$ cat config.mk
export PLATFORM = sky130hd
export DESIGN_NAME = gtssc_core
export DESIGN_NICKNAME = d
export VERILOG_FILES = /design/src/hw/gtssc_pkg.sv /design/src/hw/gtssc_accum.sv /design/src/hw/gtssc_traj.sv /design/src/hw/gtssc_core.sv
export SDC_FILE = /design/constraint.sdc
export NUM_CORES = 1
export LEC_CHECK = 0
export BUFFER_PORTS_ARGS = -buffer_cell sky130_fd_sc_hd__buf_2
export CORE_MARGIN = 8
export CORE_UTILIZATION = 60
export CTS_BUF_LIST = sky130_fd_sc_hd__clkbuf_8
export CTS_CLUSTER_DIAMETER = 120
export DETAILED_ROUTE_END_ITERATION = 10
export PLACE_DENSITY = 0.83
export SLEW_MARGIN = 40
export SYNTH_ARGS = -nofsm -noshare
export SYNTH_HDL_FRONTEND = slang
export SYNTH_SLANG_ARGS = --single-unit
$ cat constraint.sdc
create_clock -name clock -period 6.42 [get_ports clock]
set_input_delay 1.284 -clock clock [delete_from_list [all_inputs] [get_ports clock]]
set_output_delay 1.284 -clock clock [all_outputs]
set_load 0.1 [all_outputs]
$ cat src/hw/gtssc_pkg.sv
// Shared constants and types for the transmit shaping and synthesizer control block
package gtssc_pkg;
  // Clock and timing
  localparam int CLK_NS = 40;
  localparam int US_NS = 1000;
  localparam int US_CYC = US_NS / CLK_NS;
  localparam int LAUNCH_NS = 2500;
  localparam int LAUNCH_CYC = (LAUNCH_NS + CLK_NS - 1) / CLK_NS;
  // Sample points inside one bit period (four samples per bit)
  localparam int SAMP_STEP = 6;
  // Deviation used by the computed table entry figure in the bench, in hertz
  localparam int DEV_HZ = 157500;
  // Register byte offsets
  localparam logic [7:0] ADDR_CTRL = 8'h00;
  localparam logic [7:0] ADDR_DELAY = 8'h04;
  localparam logic [7:0] ADDR_SLOPE = 8'h08;
  localparam logic [7:0] ADDR_INTV = 8'h0C;
  localparam logic [7:0] ADDR_NUM = 8'h10;
  localparam logic [7:0] ADDR_STATUS = 8'h14;
  localparam logic [7:0] ADDR_TBL = 8'h20;
  // Control field positions
  localparam int CTRL_TX = 0;
  localparam int CTRL_RX = 1;
  localparam int CTRL_NB = 2;
  // Delay register fields: start delay in [15:8], intercept in [7:0]
  localparam int DLY_LSB = 8;
  // Reset values
  localparam logic [2:0] CTRL_RST = 3'h0;
  localparam logic [7:0] DELAY_RST = 8'h00;
  localparam logic [7:0] BYTE_RST = 8'h00;
  localparam logic [15:0] WORD_RST = 16'h0000;
  // Widths and table layout
  localparam int FRAC_W = 16;
  localparam int TBL_N = 11;
  localparam int TBL_W = 8;
  localparam logic [16:0] INT_BIAS = 17'h00003;
  localparam logic [3:0] RAMP_MAX = 4'hF;
  localparam logic [3:0] TI_HOLD = 4'h0;
  localparam logic [3:0] TI_ROW2 = 4'h1;
  localparam logic [3:0] TI_ROW3 = 4'h4;
  localparam logic [3:0] TI_ROW4 = 4'h8;
  // Cycle states
  typedef enum logic [4:0] {
    ST_IDLE = 5'b00001,
    ST_DELAY = 5'b00010,
    ST_TX = 5'b00100,
    ST_RX = 5'b01000,
    ST_RAMPDN = 5'b10000
  } gtssc_state_t;
endpackage : gtssc_pkg

$ cat src/hw/gtssc_accum.sv
// One first-order accumulator stage of the fractional-N modulator
`timescale 1ns/1ps
module gtssc_accum #(
  parameter int W = gtssc_pkg::FRAC_W
) (
  input wire logic clock,
  input wire logic rst,
  input wire logic [W-1:0] addend,
  output logic [W-1:0] acc,
  output logic carry
);
  logic [W-1:0] acc_r;
  logic carry_r;
  logic [W:0] sum;

  // Wide sum keeps the overflow bit as the carry
  assign sum = {1'b0, acc_r} + {1'b0, addend};
  assign acc = acc_r;
  assign carry = carry_r;

  // Accumulate every clock, carry out registered
  always_ff @(posedge clock) begin
    if (rst) begin
      acc_r <= '0;
      carry_r <= 1'b0;
    end else begin
      acc_r <= sum[W-1:0];
      carry_r <= sum[W];
    end
  end
endmodule : gtssc_accum

$ cat src/hw/gtssc_traj.sv
// Trajectory selector: bit history and sample point to table entry and sign
`timescale 1ns/1ps
module gtssc_traj (
  input wire logic [2:0] hist,
  input wire logic [1:0] sampIdx,
  output logic [3:0] entryIdx,
  output logic negative
);
  logic runOld;
  logic runNew;
  logic [3:0] colNoC1;

  // hist[0] is the current bit, hist[2] the oldest
  assign runOld = hist[2] == hist[1];
  assign runNew = hist[1] == hist[0];
  // Rows two and four have no first column, so sample 0 reuses column two
  assign colNoC1 = (sampIdx == 2'h0) ? 4'h0 : {2'h0, sampIdx} - 4'h1;
  assign negative = !hist[0]; // Mirror the single quadrant for a zero bit

  // Pick one of four trajectories from three bits
  always_comb begin
    if (runOld && runNew) begin
      entryIdx = gtssc_pkg::TI_HOLD;
    end else if (runNew) begin
      entryIdx = gtssc_pkg::TI_ROW2 + colNoC1;
    end else if (runOld) begin
      entryIdx = gtssc_pkg::TI_ROW3 + {2'h0, sampIdx};
    end else begin
      entryIdx = gtssc_pkg::TI_ROW4 + colNoC1;
    end
  end
endmodule : gtssc_traj

$ cat src/hw/gtssc_core.sv
// Transmit shaping, start delay, power sequencing and fractional-N control
`timescale 1ns/1ps
module gtssc_core (
  input wire logic clock,
  input wire logic rst,
  input wire logic wbCyc,
  input wire logic wbStb,
  input wire logic wbWe,
  input wire logic [7:0] wbAdr,
  input wire logic [3:0] wbSel,
  input wire logic [31:0] wbDatW,
  output logic [31:0] wbDatR,
  output logic wbAck,
  input wire logic cycleEnable,
  input wire logic txBit,
  output logic bitReq,
  output logic airData,
  output logic trimActive,
  output logic [2:0] stageEn,
  output logic [3:0] rampLevel,
  output logic [7:0] modDac,
  output logic [16:0] divRatio
);
  // Register file
  logic [2:0] ctrl_r;
  logic [7:0] delay_r;
  logic [7:0] icpt_r;
  logic [7:0] slope_r;
  logic [15:0] intVal_r;
  logic [15:0] num_r;
  logic [gtssc_pkg::TBL_W-1:0] table_r [gtssc_pkg::TBL_N];

  // Bus signals
  logic wbAck_r;
  logic [31:0] wbDatR_r;
  logic busHit;
  logic wrHit;
  logic [7:0] wordAdr;
  logic tblHit;
  logic [3:0] tblIdx;
  logic [7:0] tblOff;

  // Sequencing state
  gtssc_pkg::gtssc_state_t state_r;
  gtssc_pkg::gtssc_state_t state_nxt;
  logic cycPrev_r;
  logic cycRise;
  logic txMode;
  logic rxMode;
  logic [4:0] phase_r;
  logic usTick;
  logic [7:0] dlyCnt_r;
  logic [6:0] lnchCnt_r;
  logic [2:0] hist_r;
  logic [1:0] sampIdx;
  logic bitStart;

  // Output registers
  logic bitReq_r;
  logic airData_r;
  logic trimActive_r;
  logic [2:0] stageEn_r;
  logic [3:0] rampLevel_r;
  logic [7:0] modDac_r;
  logic [16:0] divRatio_r;

  // Shaping and synthesizer path
  logic [3:0] entryIdx;
  logic negative;
  logic [8:0] shaped_r;
  logic [8:0] shaped_nxt;
  logic [8:0] mag;
  logic [15:0] fracIn;
  logic [15:0] acc1;
  logic [15:0] acc2;
  logic [15:0] acc3Unused;
  logic c1;
  logic c2;
  logic c3;
  logic c2d_r;
  logic c3d_r;
  logic c3dd_r;
  logic [4:0] mashOut;
  logic signed [15:0] prod;

  assign wbAck = wbAck_r;
  assign wbDatR = wbDatR_r;
  assign bitReq = bitReq_r;
  assign airData = airData_r;
  assign trimActive = trimActive_r;
  assign stageEn = stageEn_r;
  assign rampLevel = rampLevel_r;
  assign modDac = modDac_r;
  assign divRatio = divRatio_r;

  // Bus decode: one new request per cycle while ack is low
  assign busHit = wbCyc && wbStb && !wbAck_r;
  assign wrHit = busHit && wbWe;
  assign wordAdr = {wbAdr[7:2], 2'h0};
  assign tblOff = wordAdr - gtssc_pkg::ADDR_TBL;
  assign tblIdx = tblOff[5:2];
  assign tblHit = (wordAdr >= gtssc_pkg::ADDR_TBL) && (tblOff[7:2] < 6'(gtssc_pkg::TBL_N));

  // Acknowledge one cycle after the request, then drop
  always_ff @(posedge clock) begin
    if (rst) begin
      wbAck_r <= 1'b0;
    end else begin
      wbAck_r <= busHit;
    end
  end

  // Control and synthesizer word writes, byte lanes honoured
  always_ff @(posedge clock) begin
    if (rst) begin
      ctrl_r <= gtssc_pkg::CTRL_RST;
      delay_r <= gtssc_pkg::DELAY_RST;
      icpt_r <= gtssc_pkg::BYTE_RST;
      slope_r <= gtssc_pkg::BYTE_RST;
      intVal_r <= gtssc_pkg::WORD_RST;
      num_r <= gtssc_pkg::WORD_RST;
    end else if (wrHit) begin
      unique case (wordAdr)
        gtssc_pkg::ADDR_CTRL: begin
          if (wbSel[0]) ctrl_r <= wbDatW[2:0];
        end
        gtssc_pkg::ADDR_DELAY: begin
          if (wbSel[0]) icpt_r <= wbDatW[7:0];
          if (wbSel[1]) delay_r <= wbDatW[15:8];
        end
        gtssc_pkg::ADDR_SLOPE: begin
          if (wbSel[1]) slope_r <= wbDatW[15:8];
        end
        gtssc_pkg::ADDR_INTV: begin
          if (wbSel[0]) intVal_r[7:0] <= wbDatW[7:0];
          if (wbSel[1]) intVal_r[15:8] <= wbDatW[15:8];
        end
        gtssc_pkg::ADDR_NUM: begin
          if (wbSel[0]) num_r[7:0] <= wbDatW[7:0];
          if (wbSel[1]) num_r[15:8] <= wbDatW[15:8];
        end
        default: begin
        end
      endcase
    end
  end

  // Trajectory table writes, eleven byte entries
  always_ff @(posedge clock) begin
    if (rst) begin
      for (int i = 0; i < gtssc_pkg::TBL_N; i++) begin
        table_r[i] <= gtssc_pkg::BYTE_RST;
      end
    end else if (wrHit && tblHit && wbSel[0]) begin
      table_r[tblIdx] <= wbDatW[7:0];
    end
  end

  // Read data, unmapped words read as zero
  always_ff @(posedge clock) begin
    if (rst) begin
      wbDatR_r <= '0;
    end else if (busHit && !wbWe) begin
      if (tblHit) begin
        wbDatR_r <= {24'h000000, table_r[tblIdx]};
      end else begin
        unique case (wordAdr)
          gtssc_pkg::ADDR_CTRL: wbDatR_r <= {29'h00000000, ctrl_r};
          gtssc_pkg::ADDR_DELAY: wbDatR_r <= {16'h0000, delay_r, icpt_r};
          gtssc_pkg::ADDR_SLOPE: wbDatR_r <= {16'h0000, slope_r, 8'h00};
          gtssc_pkg::ADDR_INTV: wbDatR_r <= {16'h0000, intVal_r};
          gtssc_pkg::ADDR_NUM: wbDatR_r <= {16'h0000, num_r};
          gtssc_pkg::ADDR_STATUS: begin
            wbDatR_r <= {12'h000, hist_r, stageEn_r, rampLevel_r, airData_r, trimActive_r, 3'h0, state_r};
          end
          default: wbDatR_r <= '0;
        endcase
      end
    end
  end

  // Cycle enable edge and mode decode
  assign cycRise = cycleEnable && !cycPrev_r;
  assign txMode = ctrl_r[gtssc_pkg::CTRL_TX] && ctrl_r[gtssc_pkg::CTRL_NB] && !ctrl_r[gtssc_pkg::CTRL_RX];
  assign rxMode = ctrl_r[gtssc_pkg::CTRL_RX] && !ctrl_r[gtssc_pkg::CTRL_TX];

  always_ff @(posedge clock) begin
    if (rst) begin
      cycPrev_r <= 1'b0;
    end else begin
      cycPrev_r <= cycleEnable;
    end
  end

  // Microsecond and bit-period divider, restarted at cycle start and at delay end
  assign usTick = phase_r == 5'(gtssc_pkg::US_CYC - 1);
  always_ff @(posedge clock) begin
    if (rst) begin
      phase_r <= '0;
    end else if (cycRise || usTick || (state_r == gtssc_pkg::ST_DELAY && state_nxt == gtssc_pkg::ST_TX)) begin
      phase_r <= '0;
    end else begin
      phase_r <= phase_r + 5'h01;
    end
  end

  // Next state of the cycle sequencer
  always_comb begin
    state_nxt = state_r;
    unique case (state_r)
      gtssc_pkg::ST_IDLE: begin
        if (cycRise && txMode) state_nxt = gtssc_pkg::ST_DELAY;
        else if (cycRise && rxMode) state_nxt = gtssc_pkg::ST_RX;
      end
      gtssc_pkg::ST_DELAY: begin
        if (!cycleEnable) state_nxt = gtssc_pkg::ST_RAMPDN;
        else if (dlyCnt_r == 8'h00) state_nxt = gtssc_pkg::ST_TX;
      end
      gtssc_pkg::ST_TX: begin
        if (!cycleEnable) state_nxt = gtssc_pkg::ST_RAMPDN;
      end
      gtssc_pkg::ST_RX: begin
        if (!cycleEnable) state_nxt = gtssc_pkg::ST_IDLE;
      end
      gtssc_pkg::ST_RAMPDN: begin
        if (rampLevel_r == 4'h0) state_nxt = gtssc_pkg::ST_IDLE;
      end
    endcase
  end

  always_ff @(posedge clock) begin
    if (rst) begin
      state_r <= gtssc_pkg::ST_IDLE;
    end else begin
      state_r <= state_nxt;
    end
  end

  // Start delay in whole microseconds from the programmed byte
  always_ff @(posedge clock) begin
    if (rst) begin
      dlyCnt_r <= 8'h00;
    end else if (cycRise) begin
      dlyCnt_r <= delay_r;
    end else if (state_r == gtssc_pkg::ST_DELAY && usTick && dlyCnt_r != 8'h00) begin
      dlyCnt_r <= dlyCnt_r - 8'h01;
    end
  end

  // Oscillator trim runs through the start delay with no software action
  always_ff @(posedge clock) begin
    if (rst) begin
      trimActive_r <= 1'b0;
    end else begin
      trimActive_r <= state_nxt == gtssc_pkg::ST_DELAY;
    end
  end

  // Power stages switch on one per clock after trim, off after ramp-down
  always_ff @(posedge clock) begin
    if (rst) begin
      stageEn_r <= 3'h0;
    end else if (state_r == gtssc_pkg::ST_TX) begin
      stageEn_r <= {stageEn_r[1:0], 1'b1};
    end else if (state_r != gtssc_pkg::ST_RAMPDN || rampLevel_r == 4'h0) begin
      stageEn_r <= 3'h0;
    end
  end

  // Output ramp up once all stages are on, ramp down when the cycle ends
  always_ff @(posedge clock) begin
    if (rst) begin
      rampLevel_r <= 4'h0;
    end else if (state_r == gtssc_pkg::ST_TX && stageEn_r[2] && rampLevel_r != gtssc_pkg::RAMP_MAX) begin
      rampLevel_r <= rampLevel_r + 4'h1;
    end else if (state_r == gtssc_pkg::ST_RAMPDN && rampLevel_r != 4'h0) begin
      rampLevel_r <= rampLevel_r - 4'h1;
    end
  end

  // Data reaches the antenna a fixed launch time after the delay
  always_ff @(posedge clock) begin
    if (rst) begin
      lnchCnt_r <= 7'h00;
      airData_r <= 1'b0;
    end else if (state_r != gtssc_pkg::ST_TX) begin
      lnchCnt_r <= 7'h00;
      airData_r <= 1'b0;
    end else if (lnchCnt_r == 7'(gtssc_pkg::LAUNCH_CYC - 1)) begin
      airData_r <= 1'b1;
    end else begin
      lnchCnt_r <= lnchCnt_r + 7'h01;
    end
  end

  // Bit history: cleared at cycle start, new bit each bit period
  assign bitStart = state_r == gtssc_pkg::ST_TX && phase_r == 5'h00;
  always_ff @(posedge clock) begin
    if (rst) begin
      hist_r <= 3'h0;
      bitReq_r <= 1'b0;
    end else begin
      bitReq_r <= bitStart;
      if (cycRise) begin
        hist_r <= 3'h0;
      end else if (bitStart) begin
        hist_r <= {hist_r[1:0], txBit};
      end
    end
  end

  // Four sample points per bit period
  always_comb begin
    if (phase_r >= 5'(3 * gtssc_pkg::SAMP_STEP)) sampIdx = 2'h3;
    else if (phase_r >= 5'(2 * gtssc_pkg::SAMP_STEP)) sampIdx = 2'h2;
    else if (phase_r >= 5'(gtssc_pkg::SAMP_STEP)) sampIdx = 2'h1;
    else sampIdx = 2'h0;
  end

  gtssc_traj uTraj (
    .hist(hist_r),
    .sampIdx(sampIdx),
    .entryIdx(entryIdx),
    .negative(negative)
  );

  // Shaped value: signed trajectory in transmit, hold entry otherwise
  assign mag = {1'b0, table_r[entryIdx]};
  always_comb begin
    if (state_r == gtssc_pkg::ST_TX) begin
      shaped_nxt = negative ? (9'h000 - mag) : mag;
    end else begin
      shaped_nxt = {1'b0, table_r[gtssc_pkg::TI_HOLD]};
    end
  end

  always_ff @(posedge clock) begin
    if (rst) begin
      shaped_r <= 9'h000;
    end else begin
      shaped_r <= shaped_nxt;
    end
  end

  // Table output times four added to the numerator feeds the accumulators
  assign fracIn = num_r + {{5{shaped_r[8]}}, shaped_r, 2'h0};

  // Three cascaded accumulators
  gtssc_accum uAcc1 (
    .clock(clock),
    .rst(rst),
    .addend(fracIn),
    .acc(acc1),
    .carry(c1)
  );
  gtssc_accum uAcc2 (
    .clock(clock),
    .rst(rst),
    .addend(acc1),
    .acc(acc2),
    .carry(c2)
  );
  gtssc_accum uAcc3 (
    .clock(clock),
    .rst(rst),
    .addend(acc2),
    .acc(acc3Unused),
    .carry(c3)
  );

  // Carry delays for the noise-shaping differences
  always_ff @(posedge clock) begin
    if (rst) begin
      c2d_r <= 1'b0;
      c3d_r <= 1'b0;
      c3dd_r <= 1'b0;
    end else begin
      c2d_r <= c2;
      c3d_r <= c3;
      c3dd_r <= c3d_r;
    end
  end

  // Combined offset, range -3 to +4, plus integer and bias gives the divide ratio
  assign mashOut = {4'h0, c1} + {4'h0, c2} - {4'h0, c2d_r} + {4'h0, c3} - {3'h0, c3d_r, 1'b0} + {4'h0, c3dd_r};
  always_ff @(posedge clock) begin
    if (rst) begin
      divRatio_r <= 17'h00000;
    end else begin
      divRatio_r <= {1'b0, intVal_r} + gtssc_pkg::INT_BIAS + {{12{mashOut[4]}}, mashOut};
    end
  end

  // Seven MSBs scaled by slope plus intercept drive the modulation port
  assign prod = $signed(shaped_r[8:2]) * $signed({1'b0, slope_r});
  always_ff @(posedge clock) begin
    if (rst) begin
      modDac_r <= 8'h00;
    end else begin
      modDac_r <= prod[14:7] + icpt_r;
    end
  end
endmodule : gtssc_core

=== Word level (Yosys, flattened, before mapping) ===
Memory sizes are Yosys's and may differ from the RTL's.
Cells that the tools add are included.

* Flip-flop bits (word level): 219
* Memories kept: 1
* Logic and storage cells: 169
* Bits in writable memories: 88
* Bits of input ports: 51

* Eq/ne operators: 19
* Order comparisons: 5
* $add $sub $neg: 23
* Reduce and logical (&&, ||, !) cells: 52
* Bitwise operators: 1
* Muxes and demuxes: 33
* $mul: 1

{| class="wikitable"
|+ Memories
! memory !! words !! bits a word !! read ports !! clocked after Yosys merged registers in !! wr ports !! RTL line !! RTL
|-
| table_r || 11 || 8 || 3 || 0 || 11 || gtssc_core.sv:31 || <nowiki>logic [gtssc_pkg::TBL_W-1:0] table_r [gtssc_pkg::TBL_N];</nowiki>
|}

{| class="wikitable"
|+ Operators with widths
! cell !! number
|-
| 20-bit case mux with 6 select lines || 1
|-
| 16-bit by 16-bit adder with 17-bit output || 3
|-
| 8-bit 2-to-1 mux || 5
|-
| 5-bit 2-to-1 mux || 7
|-
| 4-bit 2-to-1 mux || 7
|-
| 5-bit case mux with 5 select lines || 1
|-
| 3-bit AND reduction || 8
|-
| 1-bit logical AND || 21
|-
| 20-bit 2-to-1 mux || 1
|-
| 16-bit by 2-bit adder with 17-bit output, second input constant || 1
|-
| 17-bit adder || 1
|-
| 16-bit adder || 1
|-
| 8-bit zero test || 2
|-
| 7-bit by 9-bit multiplier with 15-bit output || 1
|-
| 6-bit by 2-bit equality test with 1-bit output, second input constant || 2
|-
| 6-bit by 3-bit equality test with 1-bit output, second input constant || 2
|-
| 5-bit by 2-bit equality test with 1-bit output, second input constant || 2
|-
| 5-bit by 3-bit equality test with 1-bit output, second input constant || 2
|-
| 5-bit equality test, second input constant || 2
|-
| 1-bit by 8-bit subtractor with 9-bit output, first input constant || 1
|-
| 8-bit adder || 1
|-
| 8-bit by 6-bit >= comparator with 1-bit output, second input constant || 1
|-
| 8-bit nonzero test || 1
|-
| 8-bit OR reduction || 1
|-
| 40 further kinds || 59
|}

=== Longest topological paths before layout ===
Gate-level depths: netlist of the first run.
An unclocked memory read counts as a cell.

* Depth in word-level cells: 14
* Gate-level depth with buffers: 26

=== Hierarchy ===
A second synthesis of the first run with hierarchy kept.

* Cell total of the unflattened synthesis: 1988
* Area, all modules: 20058.0 um^2

{| class="wikitable"
|+ Modules (own cells, without submodules)
! module !! cells each !! instances !! sequential area each (um^2) !! area each (um^2)
|-
| gtssc_core || 1582 || 1 || 6886.6 || 16350.7
|-
| gtssc_accum (uAcc1 ...) || 128 || 2 || 340.3 || 1201.2
|-
| gtssc_accum (uAcc3) || 126 || 1 || 340.3 || 1133.6
|-
| gtssc_traj || 24 || 1 || 0.0 || 171.4
|}

=== Worst setup path before layout of the first run ===
Ideal clock, no wire load.

* Path type: register -> register
* From: register shaped_r[8]
* To: register modDac_r[7] (netlist: modDac[7])
* Stages on the path, launching flop included: 24
* Setup time: 128 ps
* Period minus slack after synthesis: 5316 ps
* Path slack: 1104 ps
* Arrival time: 5188 ps
* Buffers on the path: 0
* Cells stage by stage: dfxtp_1 -> nand2b_1 -> fa_1 -> fa_1 -> inv_1 -> fa_1 -> inv_1 -> fa_1 -> inv_1 -> ha_1 -> a21oi_1 -> nor2b_1 -> o21ai_0 -> nand2b_1 -> xor2_1 -> ha_1 -> a21oi_1 -> o21bai_1 -> a21oi_1 -> o21bai_1 -> a21oi_1 -> xnor2_1 -> xnor2_1 -> nor2_1

* Longest elaborated chain between the ends: 2

{| class="wikitable"
|+ Ends and longest elaborated chain
! item !! RTL line !! RTL
|-
| from (decl) || gtssc_core.sv:70 || <nowiki>logic [8:0] shaped_r;</nowiki>
|-
| from (signal assigned) || gtssc_core.sv:341 || <nowiki>shaped_r <= shaped_nxt;</nowiki>
|-
| 7-bit by 9-bit multiplier with 15-bit output || gtssc_core.sv:395 || <nowiki>assign prod = $signed(shaped_r[8:2]) * $signed({1'b0, slope_r});</nowiki>
|-
| 8-bit adder || gtssc_core.sv:400 || <nowiki>modDac_r <= prod[14:7] + icpt_r;</nowiki>
|-
| to (signal assigned) || gtssc_core.sv:400 ||
|-
| to (decl) || gtssc_core.sv:64 || <nowiki>logic [7:0] modDac_r;</nowiki>
|}

Every way passes these cells.
A chain may end at the register's enable or synchronous reset.

=== Worst setup path after layout of the first run ===
* From: register shaped_r[7]
* To: register modDac_r[7] (netlist: modDac[7])

The elaborated chain is that of the path after synthesis.

==> results.py, run 1 <==
metrics = {
    "floorplan": {
        "die_h_um": 198,
        "die_area_sq_um": 39200,
        "start_util": 0.610,
        "coreArea_sq_um": 32600,
        "num_rows": 66,
        "die_w_um": 198,
        "io_pins": 119,
    },
    "sta": {
        "fin_crit_sh": 0.903,
        "min_period_ns": 5.80,
        "setup_tns_ns": 0,
        "setup_viol": 0,
        "slew_headroom": 0.450,
        "fin_skew_ns": 0.0143,
        "rsz0062_at_grt": "no",
        "finalHoldViolations": 0,
        "fmax_mhz": 173,
        "worst_pin_slew_ns": 0.809,
        "slew_viol_final": 0,
    },
    "clocking": {
        "worstSkewPairLatency_ns": 0.62,
        "cts_max_path_buffers": 3,
        "clock-sinks": 335,
        "cts_setup_buffers": 0,
        "cts-buffers-inserted": 56,
        "cts_tree": "done",
        "clk_pin_slew_worst_paths_ns": 0.06,
        "cts_resized": 0,
        "htree_levels": 2,
        "holdBufCountCts": 0,
        "cts_root_buf": "clkbuf_8",
    },
    "global_routing": {
        "grt_pass1_wl_mm": 82.7,
        "grt-ovfl-total": 0,
        "antenna_found_initial": 1,
        "grt_usage": 0.264,
        "grt_pass1_vias": 16068,
        "grt_max_degree": 118,
    },
    "power_and_ir_drop": {
        "leakage_nw": 9.34,
        "peakVddDrop_mv": 0.215,
        "combPwrFrac": 0.111,
        "p_sw_w": 0.00130,
        "clkPwrFrac": 0.411,
        "swShare": 0.267,
        "p_seq_frac": 0.478,
        "p_per_area_nw_per_um2": 222,
        "internal_power_w": 0.00356,
        "power.total_w": 0.00486,
    },
    "yosys": {
        "synth_area_sq_um": 19900,
        "ys_seq_area_frac": 0.398,
        "ys_types": 97,
        "synth_edf_count": 120,
        "avgSynthCellArea_sq_um": 9.63,
        "synth-main-ff-cell": "dfxtp_1",
        "ys_ff_latch": 335,
        "yosysWarningCount": 0,
        "async_flop_share": 0,
        "synthCells": 2064,
    },
    "hold_path": {
        "whs_path_depth": 2,
        "worst_hold_path_type": "flip-flop to flip-flop",
        "min_from": "uAcc2.carry",
        "holdPathEnd": "c2d_r",
    },
    "placement": {
        "placed_cell_area_sq_um": 20600,
        "dp.cells": 2557,
        "port_buffers": 86,
        "place.gp.congestion": 0.952,
        "hpwl_mm": 37.6,
    },
    "setup_path": {
        "path_class": "flip-flop to flip-flop",
        "cp_data_required_time_ns": 6.90,
        "reg2reg_slack_ns": 0.62,
        "cp-end-kind": "flip-flop",
        "crit_path_start_kind": "flip-flop",
        "r2r_end": "modDac[7]",
        "rr_worst_depth": 23,
        "arrival_ns": 6.28,
        "cp_max_fo": 9,
        "r2r-start": "shaped_r[7]",
    },
    "route": {
        "vias": 16308,
        "ant_nets": 0,
        "wl_mm": 52.8,
        "drc": 0,
        "dr.pass1.iters": 10,
        "viasPerCell": 6.12,
        "drt-initial-drc-count": 1689,
        "wl_per_cell_um": 19.8,
    },
    "finish": {
        "utilization": 0.670,
        "final_nets": 2414,
        "drive_gt1_frac": 0.130,
        "final_cells": 2665,
        "finalInstanceArea_sq_um": 21900,
        "syn2layout_area_growth_pct": 9.92,
    },
    "status": {
        "status": "finished, final reports clean",
    },
    "job": {
        "cap_violations": 0,
    },
}
## state kept, by name (all words and copies together), names as in the netlist, 9 cells and up
name / cells
divRatio: 17
intVal_r: 16
num_r: 16
shaped_r: 9
table_r: 128
uAcc1.acc: 16
uAcc2.acc: 16
uAcc3.acc: 16
wbDatR: 20
## per-stage QoR
| step | setup slack, ns | hold WS [ns] |
|---|---|---|
| floorplan | 1.10 | 0.422 |
| global placement | 0.765 | 0.434 |
| detailed placement | 0.637 | 0.441 |
| CTS | 0.617 | 0.449 |
| global route | 0.203 | 0.483 |
| finish | 0.623 | 0.445 |
## worst max path at each step
stage                start         to  slack [ns]  depth (start not counted)
3_3_place_gp   shaped_r[7]  modDac[7]        0.77                         23
4_1_cts        shaped_r[7]  modDac[7]        0.62                         23
5_1_grt        shaped_r[7]  modDac[7]        0.20                         23
3_5_place_dp   shaped_r[7]  modDac[7]        0.64                         23
6_report       shaped_r[7]  modDac[7]        0.62                         23
2_1_floorplan  shaped_r[8]  modDac[7]        1.10                         23
## synth_stat cells, drive strengths merged, types with 33 or more instances
| library cell | count | area share |
|---|---|---|
| a21oi | 153 | 0.039 |
| and2 | 41 | 0.013 |
| and3 | 33 | 0.010 |
| buf | 39 | 0.015 |
| clkbuf | 64 | 0.015 |
| dfxtp | 215 | 0.22 |
| edfxtp | 120 | 0.18 |
| fa | 39 | 0.039 |
| ha | 151 | 0.095 |
| inv | 114 | 0.022 |
| mux4 | 40 | 0.045 |
| nand2 | 195 | 0.037 |
| nand3 | 104 | 0.026 |
| nor2 | 255 | 0.048 |
| nor3 | 49 | 0.012 |
| o21ai | 60 | 0.015 |
| xnor2 | 57 | 0.025 |
| xor2 | 33 | 0.015 |
## cell families (layout without fill, tap and decap cells)
kind of cell | count (synthesis) | count (layout) | synth area share
other | 1 | 54 | 0.000189
flip-flops | 335 | 335 | 0.398
multiplexers | 80 | 80 | 0.0664
XOR/XNOR | 90 | 90 | 0.0400
buffers and inverters | 217 | 323 | 0.0520
adder cells (fa/ha/maj) | 190 | 190 | 0.134
AND/OR/NAND/NOR | 765 | 765 | 0.179
AO/OA/AOI/OAI | 386 | 386 | 0.131
## power groups by stage
stage | Sequential (W) | Combinational [W] | Clock, W
floorplan | 0.00240 | 0.000367 | 0
global placement | 0.00236 | 0.000508 | 0
detailed placement | 0.00237 | 0.000529 | 0
CTS | 0.00232 | 0.000533 | 0.00201
global route | 0.00233 | 0.000581 | 0.00211
finish | 0.00232 | 0.000540 | 0.00200
## routing by layer
layer	global-route usage	part of all wire	vias up
met2	0.447	0.48	814
met4	0.128	0.049	2
li1	-	-	7527
met5	0	0.00025	-
met3	0.0567	0.099	186
met1	0.317	0.37	7779
## layout by cell type, fill, tap and decap left out, types with 20 or more instances in the layout
cell type / netlist / routed
nor2_1: 254 / 253
dfxtp_1: 215 / 215
nand2_1: 194 / 194
ha_1: 151 / 151
a21oi_1: 150 / 149
inv_1: 114 / 130
edfxtp_1: 120 / 120
nand3_1: 104 / 104
buf_2: 6 / 85
clkbuf_8: 6 / 77
xnor2_1: 56 / 56
o21ai_0: 56 / 54
conb_1: 1 / 52
nor3_1: 49 / 48
and2_1: 40 / 40
mux4_2: 40 / 40
fa_1: 39 / 39
xor2_1: 33 / 33
and3_1: 32 / 31
mux2i_1: 29 / 29
nor2b_1: 21 / 21
a211oi_1: 20 / 20
## critical path, cell delays in order, from the launching register on
cell      delay [ns]
dfxtp_1         0.49
nand2_1         0.12
fa_1            0.51
fa_1            0.55
inv_1           0.05
fa_1            0.53
inv_1           0.06
fa_1            0.53
inv_1           0.04
ha_1            0.28
a21oi_1         0.26
nor2b_1         0.11
o21ai_0         0.33
nand2b_1        0.15
xor2_1          0.16
ha_1            0.31
a21oi_1         0.22
o21bai_1        0.09
a21oi_1         0.23
o21bai_1        0.09
a21oi_1         0.20
xnor2_1         0.16
xnor2_1         0.14
nor2_1          0.05
## cell type report
class | instances | area (sq um)
Sequential cell | 335 | 7910
Tap cell | 442 | 553
Clock buffer | 76 | 1050
Antenna cell | 2 | 5.00
Fill cell | 2579 | 10800
Inverter | 114 | 428
Clock inverter | 30 | 170
Timing Repair Buffer | 103 | 571
Multi-Input combinational cell | 1563 | 11200
Note: power is estimated with default switching activity, not from simulation.
==> inputs of run 2 (changes only) <==
Settings changed: CORE_UTILIZATION 60 to 30, PLACE_DENSITY 0.83 to 0.49.
Clock period 6.42 ns to 6.4 ns, I/O delays scaled along.
==> results.py, run 2 (synthesized netlist as in run 1, its figures left out) <==
metrics = {
    "finish": {
        "mostFrequentLayoutCell": "nor2_1",
        "largest_reg_flops": 128,
        "final_cell_mix": "254 x nor2_1, 215 x dfxtp_1, 194 x nand2_1",
        "fillCellCount": 6803,
        "drive_gt1_frac": 0.131,
        "syn2layout_area_growth_pct": 12.8,
        "regMostFlops": "table_r",
        "final_nets": 2433,
    },
    "hold_path": {
        "worst_hold_path_type": "flip-flop to flip-flop",
    },
    "global_routing": {
        "grt_max_degree": 66,
        "grt_pass1_wl_mm": 89.8,
        "grt-ovfl-total": 0,
        "antenna_found_initial": 1,
        "grt_pass1_vias": 15598,
        "grt_usage": 0.152,
    },
    "placement": {
        "hpwl_mm": 43.0,
        "place.gp.congestion": 0.856,
        "port_buffers": 86,
    },
    "floorplan": {
        "coreArea_sq_um": 65700,
        "die_area_sq_um": 74800,
        "start_util": 0.302,
        "die_h_um": 273,
        "num_rows": 94,
        "io_pins": 119,
        "die_w_um": 273,
    },
    "status": {
        "status": "finished, final reports clean",
    },
    "clocking": {
        "cts-buffers-inserted": 61,
        "cts_max_path_buffers": 3,
        "cts_setup_buffers": 0,
        "htree_levels": 2,
        "cts_tree": "done",
        "clock-sinks": 335,
        "clk_pin_slew_worst_paths_ns": 0.06,
        "worstSkewPairLatency_ns": 0.66,
        "cts_resized": 0,
        "holdBufCountCts": 0,
        "cts_root_buf": "clkbuf_8",
    },
    "sta": {
        "slew_headroom": 0.427,
        "setup_tns_ns": 0,
        "min_period_ns": 5.79,
        "fin_skew_ns": 0.0298,
        "rsz0062_at_grt": "no",
        "slew_viol_final": 0,
        "fmax_mhz": 173,
        "fin_crit_sh": 0.904,
        "worst_pin_slew_ns": 0.854,
        "setup_viol": 0,
        "finalHoldViolations": 0,
    },
    "power_and_ir_drop": {
        "leakage_nw": 9.40,
        "internal_power_w": 0.00354,
        "power.total_w": 0.00489,
        "p_sw_w": 0.00135,
        "p_seq_frac": 0.476,
        "combPwrFrac": 0.112,
        "clkPwrFrac": 0.412,
        "p_per_area_nw_per_um2": 218,
        "swShare": 0.277,
        "peakVddDrop_mv": 0.142,
    },
    "setup_path": {
        "cp-end-kind": "flip-flop",
        "cp_data_required_time_ns": 6.91,
        "crit_path_start_kind": "flip-flop",
        "arrival_ns": 6.30,
        "cp_max_fo": 9,
        "path_class": "flip-flop to flip-flop",
    },
    "job": {
        "cap_violations": 0,
    },
    "route": {
        "drt-initial-drc-count": 1124,
        "viasPerCell": 5.09,
        "wl_per_cell_um": 18.8,
        "dr.pass1.iters": 7,
        "ant_nets": 0,
        "vias": 15808,
        "drc": 0,
        "wl_mm": 58.3,
    },
}
[run 2: cell count changes in the layout (fill, tap and decap cells not counted), sizes merged]
cell and delta:
buf +14, bufinv +1, clkinv +11, clkinvlp -3, clkbuf -6
[run 2: worst paths after layout]
path / cells after the start / slack [ns] / start / endpoint
worst min register to register: 2 / 0.44 / uAcc2.carry / c2d_r
worst max register to register: 23 / 0.61 / shaped_r[5] / modDac[7]
worst min-delay path: 2 / 0.44 / uAcc2.carry / c2d_r
worst max-delay path: 23 / 0.61 / shaped_r[5] / modDac[7]
[run 2: area by class of cell]
class | count | area, sq um | area share
diodes | 2 | 5.00 | 0.000223
well taps | 864 | 1080 | 0.0482
inverters | 114 | 428 | 0.0191
clock buffers | 70 | 963 | 0.0429
flip-flops and latches | 335 | 7910 | 0.352
multi-input cells | 1563 | 11200 | 0.498
clock inverters | 39 | 213 | 0.00948
repair buffers | 117 | 676 | 0.0301
[run 2: worst max-delay path, cell delays in order, from the launching register on]
cell and delay (ns):
dfxtp_1 0.54, nand2_1 0.14, fa_1 0.52, fa_1 0.49, inv_1 0.06, fa_1 0.53
inv_1 0.05, fa_1 0.53, inv_1 0.04, ha_1 0.28, a21oi_1 0.27, nor2b_1 0.11
o21ai_0 0.34, nand2b_1 0.14, xor2_1 0.16, ha_1 0.31, a21oi_1 0.21, o21bai_1 0.09
a21oi_1 0.21, o21bai_1 0.09, a21oi_1 0.19, xnor2_1 0.15, xnor2_1 0.13, nor2_1 0.05
[run 2: per-stage QoR]
stage	worst slack [ns]	instance area (sq um)	utilization	hold slack [ns]	cells
6_report	0.615	22400	0.341	0.444	3104
5_1_grt	0.112	22400	0.341	0.475	3104
4_1_cts	0.557	22400	0.341	0.452	3101
3_5_place_dp	0.616	21200	0.323	0.444	2992
3_3_place_gp	0.602	21200	0.323	0.438	2992
2_1_floorplan	1.08	20100	-	0.422	2115
[run 2: power by group through the flow]
stage / logic [W] / clock network (W) / registers [W]
floorplan: 0.000368 / 0 / 0.00241
global placement: 0.000536 / 0 / 0.00237
detailed placement: 0.000544 / 0 / 0.00238
CTS: 0.000547 / 0.00209 / 0.00233
global route: 0.000601 / 0.00217 / 0.00234
finish: 0.000547 / 0.00202 / 0.00233
[run 2: layer usage]
metal | global-route usage | wire (um)
met1 | 0.204 | 26300
met2 | 0.242 | 26200
met4 | 0.0555 | 1960
met5 | 0 | 0
met3 | 0.0297 | 3880
